==> src/design/amd_pkg.sv <==
// shared constants, register map and carrier types for the alarm/divider bank
package amd_pkg;
  // widths and counts
  localparam int unsigned DATA_W = 8;
  localparam int unsigned NUM_ALARM = 5;
  localparam int unsigned NUM_OUT = 3;
  localparam int unsigned LS_W = 20;
  localparam int unsigned HS_W = 3;
  localparam int unsigned HS_CNT_W = 4;
  localparam int unsigned UP_W = 4;
  localparam int unsigned SYNC_W = NUM_ALARM + 1;
  localparam int unsigned SYNC_INC_BIT = NUM_ALARM;

  typedef logic [DATA_W-1:0] amd_byte_type;

  // register offsets
  localparam amd_byte_type OFF_MASK = 8'h18;
  localparam amd_byte_type OFF_OUT1_UP = 8'h19;
  localparam amd_byte_type OFF_OUT1_MID = 8'h1A;
  localparam amd_byte_type OFF_OUT1_LO = 8'h1B;
  localparam amd_byte_type OFF_OUT2_UP = 8'h1C;
  localparam amd_byte_type OFF_OUT2_MID = 8'h1D;
  localparam amd_byte_type OFF_OUT2_LO = 8'h1E;
  localparam amd_byte_type OFF_OUT3_UP = 8'h1F;
  localparam amd_byte_type OFF_OUT3_MID = 8'h20;
  localparam amd_byte_type OFF_OUT3_LO = 8'h21;

  // reset values
  localparam amd_byte_type RST_MASK = 8'h3F;
  localparam amd_byte_type RST_OUT1_UP = 8'h20;
  localparam amd_byte_type RST_OUT1_MID = 8'h00;
  localparam amd_byte_type RST_OUT1_LO = 8'h31;
  localparam amd_byte_type RST_OUT2_UP = 8'h00;
  localparam amd_byte_type RST_OUT2_MID = 8'h00;
  localparam amd_byte_type RST_OUT2_LO = 8'h31;
  localparam amd_byte_type RST_OUT3_UP = 8'h00;
  localparam amd_byte_type RST_OUT3_MID = 8'h00;
  localparam amd_byte_type RST_OUT3_LO = 8'h31;
  localparam logic IRQ_PIN_RST = 1'h0;

  // field positions
  localparam int unsigned MASK_LOCK_BIT = 0;
  localparam int unsigned MASK_FOS_LSB = 1;
  localparam int unsigned MASK_W = 5;
  localparam int unsigned HS_LSB = 5;
  localparam int unsigned LS_MID_LSB = 8;
  localparam int unsigned LS_UP_LSB = 16;

  // divider arithmetic
  localparam logic [HS_W-1:0] HS_MIN_CODE = 3'h0;
  localparam logic [HS_CNT_W-1:0] HS_LAST_OFS = 4'h3;
  localparam logic [HS_CNT_W-1:0] HS_ONE = 4'h1;
  localparam logic [LS_W-1:0] LS_ONE = 20'h00001;

  // register port request and answer
  typedef struct packed {
    logic wr;
    logic rd;
    amd_byte_type addr;
    amd_byte_type wdata;
  } amd_req_type;

  typedef struct packed {
    logic valid;
    amd_byte_type data;
  } amd_rsp_type;

  // divider settings handed to the divider chain
  typedef struct packed {
    logic [HS_W-1:0] hs_code;
    logic [NUM_OUT-1:0][LS_W-1:0] ls_code;
  } amd_div_cfg_type;
endpackage : amd_pkg

==> src/design/amd_sync.sv <==
// three-stage input synchroniser with agreement filter
`timescale 1ns/10ps
module amd_sync (
  input wire logic clk_i,
  input wire logic sys_rst_i,
  input wire logic [amd_pkg::SYNC_W-1:0] async_i,
  output logic [amd_pkg::SYNC_W-1:0] sync_o
);
  import amd_pkg::*;

  // s1 is read by s2 only, never by the filter
  typedef struct packed {
    logic [SYNC_W-1:0] s1;
    logic [SYNC_W-1:0] s2;
    logic [SYNC_W-1:0] s3;
    logic [SYNC_W-1:0] q;
  } amd_sync_state_type;

  amd_sync_state_type state_ff;
  amd_sync_state_type nxt_state;
  logic [SYNC_W-1:0] agree; // stages two and three match

  // shift chain; a bit only moves once two samples agree
  always_comb begin
    nxt_state = state_ff;
    agree = state_ff.s2 ~^ state_ff.s3;
    nxt_state.s1 = async_i;
    nxt_state.s2 = state_ff.s1;
    nxt_state.s3 = state_ff.s2;
    nxt_state.q = (agree & state_ff.s3) | (~agree & state_ff.q);
  end

  // state register
  always_ff @(posedge clk_i) begin
    if (sys_rst_i) begin
      state_ff <= '0;
    end else begin
      state_ff <= nxt_state;
    end
  end

  assign sync_o = state_ff.q;
endmodule : amd_sync

==> src/design/amd_divchain.sv <==
// shared fast divider feeding three slow output dividers, with skew step
`timescale 1ns/10ps
module amd_divchain (
  input wire logic clk_i,
  input wire logic sys_rst_i,
  input wire amd_pkg::amd_div_cfg_type cfg_i,
  input wire logic inc_req_i,
  output logic hs_tick_o,
  output logic [amd_pkg::NUM_OUT-1:0] tick_o,
  output logic skew_ignored_o
);
  import amd_pkg::*;

  typedef struct packed {
    logic [HS_CNT_W-1:0] hs_cnt; // fast divider phase
    logic skew_pend; // one coarse step waiting
    logic hs_tick; // fast divider output
    logic [NUM_OUT-1:0] tick; // slow divider outputs
    logic [NUM_OUT-1:0][LS_W-1:0] ls_cnt; // slow divider phases
    logic skew_ignored; // step refused
  } amd_div_state_type;

  amd_div_state_type state_ff;
  amd_div_state_type nxt_state;
  logic [HS_CNT_W-1:0] hs_last; // terminal count of fast divider
  logic stall; // hold one cycle for the skew step
  logic hs_term; // fast divider wraps this cycle

  // divider chain; slow counters advance on fast ticks only
  always_comb begin
    nxt_state = state_ff;
    hs_last = {1'h0, cfg_i.hs_code} + HS_LAST_OFS;
    stall = state_ff.skew_pend && (state_ff.hs_cnt == hs_last);
    hs_term = !stall && (state_ff.hs_cnt >= hs_last);
    nxt_state.hs_tick = 1'h0;
    nxt_state.tick = '0;
    nxt_state.skew_ignored = 1'h0;
    // the stretched cycle consumes the pending step
    if (stall) begin
      nxt_state.skew_pend = 1'h0;
    end else if (hs_term) begin
      nxt_state.hs_cnt = '0;
      nxt_state.hs_tick = 1'h1;
    end else begin
      nxt_state.hs_cnt = state_ff.hs_cnt + HS_ONE;
    end
    // coarse step needs a fast ratio above the minimum
    if (cfg_i.hs_code == HS_MIN_CODE) begin
      nxt_state.skew_pend = 1'h0;
      nxt_state.skew_ignored = inc_req_i;
    end else if (inc_req_i) begin
      nxt_state.skew_pend = 1'h1;
    end
    // ratio is code plus one; code zero passes every fast tick
    for (int i = 0; i < NUM_OUT; i++) begin
      if (hs_term) begin
        if (state_ff.ls_cnt[i] >= cfg_i.ls_code[i]) begin
          nxt_state.ls_cnt[i] = '0;
          nxt_state.tick[i] = 1'h1;
        end else begin
          nxt_state.ls_cnt[i] = state_ff.ls_cnt[i] + LS_ONE;
        end
      end
    end
  end

  // state register
  always_ff @(posedge clk_i) begin
    if (sys_rst_i) begin
      state_ff <= '0;
    end else begin
      state_ff <= nxt_state;
    end
  end

  assign hs_tick_o = state_ff.hs_tick;
  assign tick_o = state_ff.tick;
  assign skew_ignored_o = state_ff.skew_ignored;
endmodule : amd_divchain

==> src/design/amd_regs.sv <==
// alarm mask and output divider register bank with interrupt pin
`timescale 1ns/10ps

// How it works
// - clear input mask bit lets offset alarm interrupt
// - bit zero masks the lock-loss flag
// - mask writes leave latched flags untouched
// - fast divider ratio is code plus four
// - minimum fast ratio refuses coarse skew steps
// - output one divider split nibble, byte, byte
// - output two divider split the same way
// - output three divider split the same way
// - slow divider ratio is code plus one
// - polarity input chooses interrupt pin level
module amd_regs (
  input wire logic clk_i,
  input wire logic sys_rst_i,
  input wire amd_pkg::amd_req_type req_i,
  output amd_pkg::amd_rsp_type rsp_o,
  input wire logic [amd_pkg::NUM_ALARM-1:0] alarm_raw_i,
  input wire logic [amd_pkg::NUM_ALARM-1:0] flag_clr_i,
  input wire logic irq_pin_en_i,
  input wire logic irq_output_polarity_i,
  input wire logic skew_inc_i,
  output logic irq_o,
  output logic [amd_pkg::NUM_ALARM-1:0] flags_o,
  output logic clock_output_one_o,
  output logic clock_output_two_o,
  output logic clock_output_three_o,
  output logic skew_ignored_o
);
  import amd_pkg::*;

  // whole bank state; flags share bit order with the mask
  typedef struct packed {
    logic [MASK_W-1:0] mask; // lock loss at bit zero
    amd_div_cfg_type cfg; // divider settings
    logic [NUM_ALARM-1:0] flags; // latched alarms
    logic irq_act; // interrupt condition, polarity free
    logic irq; // pin level after polarity
    logic inc_seen; // last synced skew pin level
    amd_rsp_type rsp; // read answer
  } amd_top_state_type;

  amd_top_state_type state_ff;
  amd_top_state_type nxt_state;
  logic [SYNC_W-1:0] sync_q; // filtered pin levels
  logic [NUM_ALARM-1:0] alarm_q; // filtered alarms
  logic inc_req; // skew pin rising edge
  logic irq_pend; // any unmasked latched flag
  amd_byte_type rdata; // read mux result
  logic [NUM_OUT-1:0] out_tick; // divider outputs

  // alarm and skew pins come from outside the clock domain
  amd_sync u_sync (
    .clk_i(clk_i),
    .sys_rst_i(sys_rst_i),
    .async_i({skew_inc_i, alarm_raw_i}),
    .sync_o(sync_q)
  );

  assign alarm_q = sync_q[NUM_ALARM-1:0];
  assign inc_req = sync_q[SYNC_INC_BIT] && !state_ff.inc_seen;

  // divider chain runs from the stored settings
  amd_divchain u_div (
    .clk_i(clk_i),
    .sys_rst_i(sys_rst_i),
    .cfg_i(state_ff.cfg),
    .inc_req_i(inc_req),
    .hs_tick_o(), // fast tick not needed at this level
    .tick_o(out_tick),
    .skew_ignored_o(skew_ignored_o)
  );

  // register writes, flag latching, interrupt and read mux
  always_comb begin
    nxt_state = state_ff;
    rdata = '0;
    nxt_state.inc_seen = sync_q[SYNC_INC_BIT];
    // writes; codes are stored as given, legality is the host's job
    if (req_i.wr) begin
      case (req_i.addr)
        OFF_MASK: begin
          nxt_state.mask = req_i.wdata[MASK_W-1:0];
        end
        OFF_OUT1_UP: begin
          nxt_state.cfg.hs_code = req_i.wdata[HS_LSB+:HS_W];
          nxt_state.cfg.ls_code[0][LS_UP_LSB+:UP_W] =
            req_i.wdata[UP_W-1:0];
        end
        OFF_OUT1_MID: begin
          nxt_state.cfg.ls_code[0][LS_MID_LSB+:DATA_W] =
            req_i.wdata;
        end
        OFF_OUT1_LO: begin
          nxt_state.cfg.ls_code[0][DATA_W-1:0] = req_i.wdata;
        end
        OFF_OUT2_UP: begin
          nxt_state.cfg.ls_code[1][LS_UP_LSB+:UP_W] =
            req_i.wdata[UP_W-1:0];
        end
        OFF_OUT2_MID: begin
          nxt_state.cfg.ls_code[1][LS_MID_LSB+:DATA_W] =
            req_i.wdata;
        end
        OFF_OUT2_LO: begin
          nxt_state.cfg.ls_code[1][DATA_W-1:0] = req_i.wdata;
        end
        OFF_OUT3_UP: begin
          nxt_state.cfg.ls_code[2][LS_UP_LSB+:UP_W] =
            req_i.wdata[UP_W-1:0];
        end
        OFF_OUT3_MID: begin
          nxt_state.cfg.ls_code[2][LS_MID_LSB+:DATA_W] =
            req_i.wdata;
        end
        OFF_OUT3_LO: begin
          nxt_state.cfg.ls_code[2][DATA_W-1:0] = req_i.wdata;
        end
        default: begin
          // unmapped writes are dropped
        end
      endcase
    end
    // set wins over clear so no alarm edge is lost; mask never touches
    nxt_state.flags = (state_ff.flags & ~flag_clr_i) | alarm_q;
    // masking gates only the interrupt, never the stored flag
    irq_pend = |(state_ff.flags & ~state_ff.mask);
    nxt_state.irq_act = irq_pin_en_i && irq_pend;
    // disabled pin sits at its inactive level
    nxt_state.irq = irq_output_polarity_i ? nxt_state.irq_act
                                          : !nxt_state.irq_act;
    // reads; reserved bits and unmapped offsets read as zero
    case (req_i.addr)
      OFF_MASK: begin
        rdata = amd_byte_type'(state_ff.mask);
      end
      OFF_OUT1_UP: begin
        rdata = {state_ff.cfg.hs_code, 1'h0,
                 state_ff.cfg.ls_code[0][LS_UP_LSB+:UP_W]};
      end
      OFF_OUT1_MID: begin
        rdata = state_ff.cfg.ls_code[0][LS_MID_LSB+:DATA_W];
      end
      OFF_OUT1_LO: begin
        rdata = state_ff.cfg.ls_code[0][DATA_W-1:0];
      end
      OFF_OUT2_UP: begin
        rdata = amd_byte_type'(state_ff.cfg.ls_code[1][LS_UP_LSB+:UP_W]);
      end
      OFF_OUT2_MID: begin
        rdata = state_ff.cfg.ls_code[1][LS_MID_LSB+:DATA_W];
      end
      OFF_OUT2_LO: begin
        rdata = state_ff.cfg.ls_code[1][DATA_W-1:0];
      end
      OFF_OUT3_UP: begin
        rdata = amd_byte_type'(state_ff.cfg.ls_code[2][LS_UP_LSB+:UP_W]);
      end
      OFF_OUT3_MID: begin
        rdata = state_ff.cfg.ls_code[2][LS_MID_LSB+:DATA_W];
      end
      OFF_OUT3_LO: begin
        rdata = state_ff.cfg.ls_code[2][DATA_W-1:0];
      end
      default: begin
        rdata = '0;
      end
    endcase
    // answer one cycle after the strobe; old data if read and write meet
    nxt_state.rsp.valid = req_i.rd;
    nxt_state.rsp.data = req_i.rd ? rdata : '0;
  end

  // state register with documented reset values
  always_ff @(posedge clk_i) begin
    if (sys_rst_i) begin
      state_ff <= '0;
      state_ff.mask <= RST_MASK[MASK_W-1:0];
      state_ff.cfg.hs_code <= RST_OUT1_UP[HS_LSB+:HS_W];
      state_ff.cfg.ls_code[0] <=
        {RST_OUT1_UP[UP_W-1:0], RST_OUT1_MID, RST_OUT1_LO};
      state_ff.cfg.ls_code[1] <=
        {RST_OUT2_UP[UP_W-1:0], RST_OUT2_MID, RST_OUT2_LO};
      state_ff.cfg.ls_code[2] <=
        {RST_OUT3_UP[UP_W-1:0], RST_OUT3_MID, RST_OUT3_LO};
      state_ff.irq <= IRQ_PIN_RST;
    end else begin
      state_ff <= nxt_state;
    end
  end

  // outputs straight from flops
  assign rsp_o = state_ff.rsp;
  assign irq_o = state_ff.irq;
  assign flags_o = state_ff.flags;
  assign clock_output_one_o = out_tick[0];
  assign clock_output_two_o = out_tick[1];
  assign clock_output_three_o = out_tick[2];

  // each alarm bit alone: a masked flag never reaches the pin
  for (genvar g = 0; g < NUM_ALARM; g++) begin : g_alarm_chk

  end
endmodule : amd_regs

==> config.mk <==
export PLATFORM = sky130hd
export DESIGN_NAME = amd_regs
export DESIGN_NICKNAME = d
export VERILOG_FILES = /design/src/design/amd_pkg.sv /design/src/design/amd_sync.sv /design/src/design/amd_divchain.sv /design/src/design/amd_regs.sv
export SDC_FILE = /design/constraint.sdc
export NUM_CORES = 1
export LEC_CHECK = 0
export BUFFER_PORTS_ARGS = -buffer_cell sky130_fd_sc_hd__buf_4
export CORE_MARGIN = 2
export CORE_UTILIZATION = 55
export CTS_CLUSTER_DIAMETER = 30
export DETAILED_ROUTE_END_ITERATION = 8
export GPL_TIMING_DRIVEN = 0
export PLACE_DENSITY = 0.76
export SLEW_MARGIN = 10
export SYNTH_ARGS = -nofsm -noshare
export SYNTH_HDL_FRONTEND = slang
export SYNTH_SLANG_ARGS = --single-unit
==> constraint.sdc <==
create_clock -name clk_i -period 2.35 [get_ports clk_i]
set_input_delay 0.47 -clock clk_i [delete_from_list [all_inputs] [get_ports clk_i]]
set_output_delay 0.47 -clock clk_i [all_outputs]
set_load 0.01 [all_outputs]
==> flow_metrics.py <==
metrics = {
    "critical_path": {
        "path_buf_inv": 4,
        "crit_path_start_kind": "register",
        "endpoint_kind": "register",
        "worstSetupPathType": "reg -> reg",
        "arrival_ps": 2770,
        "cpMaxStageDelayCell": "dfxtp_2",
        "cp_cell_sequence": "inv_4 > ha_4 > xor2_4 > ha_4 > nand4_1 > buf_4 > nor2_4 > nor3_4 > buf_6 > buf_6 > and3_4 > xnor2_1 > nor2_1",
        "critPathTopFamily": "simple AND/OR/NAND/NOR gates",
        "slowest_delay_ps": 360,
        "path_max_fanout": 4,
        "required_ps": 2690,
    },
    "logic_synthesis": {
        "netlist_area_mm2": 0.009009,
        "synth_top_family_by_area": "simple AND/OR/NAND/NOR gates",
        "synth-simple-area-share_pct": 23.78,
        "syn_nets": 1185,
        "synth_xor_area_share_pct": 5.444,
        "synthAdderAreaFrac_pct": 9.722,
        "ys_seq_area_share_pct": 39.33,
        "synth_cells": 1082,
        "yosysWarnings": 0,
        "synth_mux_area_share_pct": 3.153,
        "ys_types": 64,
        "postSynthAreaPerCell_um2": 8.326,
        "async_flop_share_pct": 0,
        "ys_ff_latch": 177,
        "synth-compound-area-share_pct": 11.88,
        "synth_top_flop_cell": "dfxtp_1",
        "synth_edf_count": 0,
    },
    "die": {
        "initial_utilization_pct": 56.51,
        "coreArea_mm2": 0.01594,
        "fp.dieH_um": 132.0,
        "fp-row-count": 46,
        "die_width_um": 132.0,
        "dieArea_mm2": 0.01742,
        "top_level_ports": 52,
    },
    "timing": {
        "max_freq_mhz": 412.1,
        "fin_crit_sh_pct": 103.3,
        "drv_slew": 0,
        "slew_headroom_pct": 41.52,
        "fin_ws_ps": -76.77,
        "fin_crit_ps": 2427,
        "rsz0062_at_grt": "true",
        "max_slew.worst_pin.slew_ps": 877.2,
        "hold_viol": 0,
        "tns_ps": -171.3,
        "fin_skew_ps": 10.73,
        "setup_viol": 6,
    },
    "clock_tree": {
        "cts_sinks": 177,
        "cts_made_buffers": 17,
        "root_buffer": "clkbuf_16",
        "hold_buffers": 0,
        "tritoncts": "built",
        "cts-htree-levels": 4,
        "path_clk_slew_ps": 90,
        "cts.path.max_buffers": 2,
        "clock_latency_ps": 450,
    },
    "global_routing": {
        "grt_max_degree": 23,
        "grt_pass1_vias": 7687,
        "antenna_found_initial": 0,
        "grt_overflow_total": 0,
        "grt_pass1_wl_um": 39360,
        "grt_use_total_pct": 28.35,
    },
    "power_and_ir_drop": {
        "power_density_mw_per_mm2": 610.2,
        "power_leakage_nw": 4.337,
        "p_total_mw": 6.724,
        "peakVddDrop_uv": 557.9,
    },
    "outcome": {
        "violations": "setup timing",
        "status": "complete, but fails checks",
    },
    "finish": {
        "area_delta_synth_final_pct": 22.33,
        "post-route-cell-area_mm2": 0.01102,
        "fin_nets": 1281,
        "layout-drive-gt1-share_pct": 17.13,
        "diodes": 0,
        "utilization_pct": 69.13,
        "instances_no_fill": 1407,
    },
    "min_path": {
        "min_path_type": "in -> reg",
    },
    "job": {
        "drv_cap": 0,
    },
    "placement": {
        "routabilityCongestion": 0.9454,
        "place_area_mm2": 0.009619,
        "dp.cells": 1343,
        "post-dp-hpwl_um": 17150,
        "port_buffers": 45,
    },
    "routing": {
        "drt_first_pass_iters": 6,
        "wl_um": 25280,
        "drcViolationCount": 0,
        "ant_nets": 0,
        "post_drt_wl_per_cell_um": 17.97,
        "dr.first_iter.drc_count": 766,
        "vias_per_cell": 5.766,
        "num_vias": 8113,
    },
}
-- layout by cell type, fill, tap and decap left out, types with 5 or more instances in the layout --
master       n
o21ai_0     19
buf_6        8
a221oi_1     6
ha_1        66
clkbuf_1    21
nand3_1     57
a21oi_1     91
clkinv_8     7
xnor2_1     27
and3_1      13
nor3_2       6
or3_1        5
nor2b_1     27
clkbuf_16   19
buf_4       83
buf_2        7
nor2_1     128
a211o_1     16
nor4_4       5
mux2i_1     25
nand2b_1     5
nand4_1     26
dfxtp_1    174
a22oi_1      5
xor2_1      26
a211oi_1     5
inv_8        5
inv_1       83
nand2_1    103
nor3_1      17
-- synth_stat cells, drive strengths merged, types with 25 or more instances --
cell type  number  area share [%]
dfxtp         177              39
nor2          133             5.6
nand2         105             4.4
a21oi          91             5.1
inv            85             3.5
ha             70             9.7
nand3          61             3.4
buf            31             2.1
nor2b          29             2.0
xnor2          29             2.8
nand4          27             1.9
xor2           27             2.6
clkbuf         25             1.0
mux2i          25             2.8
nor3           25             1.6
-- sequential cells by signal, indices dropped and copies added (netlist names), named ones only --
signal and flops:
irq_o 1, state_ff 69, u_sync.nxt_state 12, u_div.state_ff 65, flags_o 5, u_div.skew_ignored_o 1, u_sync.state_ff 6, rsp_o 9
u_div.tick_o 3
-- where the power goes --
part           switching [mW]  leakage, nW  internal (mW)  total, mW
registers              0.0504         1.43           3.04       3.09
logic                   0.355         2.60          0.281      0.635
clock network            1.51        0.310           1.49       3.00
-- timing repair --
| item | 4_1_cts | 5_1_grt |
|---|---|---|
| setup endpoints to repair | 67 | 64 |
| setup buffers | 22 | 9 |
| pin swaps | 18 | 17 |
| cloned | 2 | 1 |
| resized for setup | 59 | 42 |
| endpoints found under the hold margin | 0 | 0 |
-- path summary, 6_finish.rpt --
check / from / to / slack, ps / cells past startpoint
min reg2reg: u_sync.nxt_state[12] / u_sync.nxt_state[6] / 440 / 1
max reg2reg: state_ff[77] / u_div.state_ff[44] / -80 / 13
max: state_ff[77] / u_div.state_ff[44] / -80 / 13
min: alarm_raw_i[1] / u_sync.nxt_state[13] / 220 / 2
-- metrics by stage --
stage,setup WS (ps),hold slack [ps]
finish,-76.77,224.3
global route,-132.3,228.3
CTS,-57.65,223.2
detailed placement,-778.7,426.8
global placement,-708.2,415.2
floorplan,14.51,413.8
-- cell families (layout without fill, tap and decap cells) --
logic type | count (synthesis) | in the layout
simple gates | 436 | 437
mux | 27 | 27
xor+xnor | 56 | 56
fa+ha+maj | 70 | 70
flops | 177 | 177
compound gates | 175 | 175
buf+inv | 141 | 249
-- layer usage --
metal	global-route usage (%)	wire [µm]
met1	36.39	10760
met2	47.45	12170
met3	5.267	1592
met4	10.75	760
met5	0	0
-- area by class of cell --
type,count,area [µm²]
Clock buffer,17,425.4
Timing Repair Buffer,76,641.9
Tap cell,216,270.3
Clock inverter,15,219.0
Multi-Input combinational cell,765,5239
Fill cell,1228,4922
Inverter,85,321.6
Sequential cell,177,3547
Buffer,56,356.6
Power figures use the tool's default switching activity.
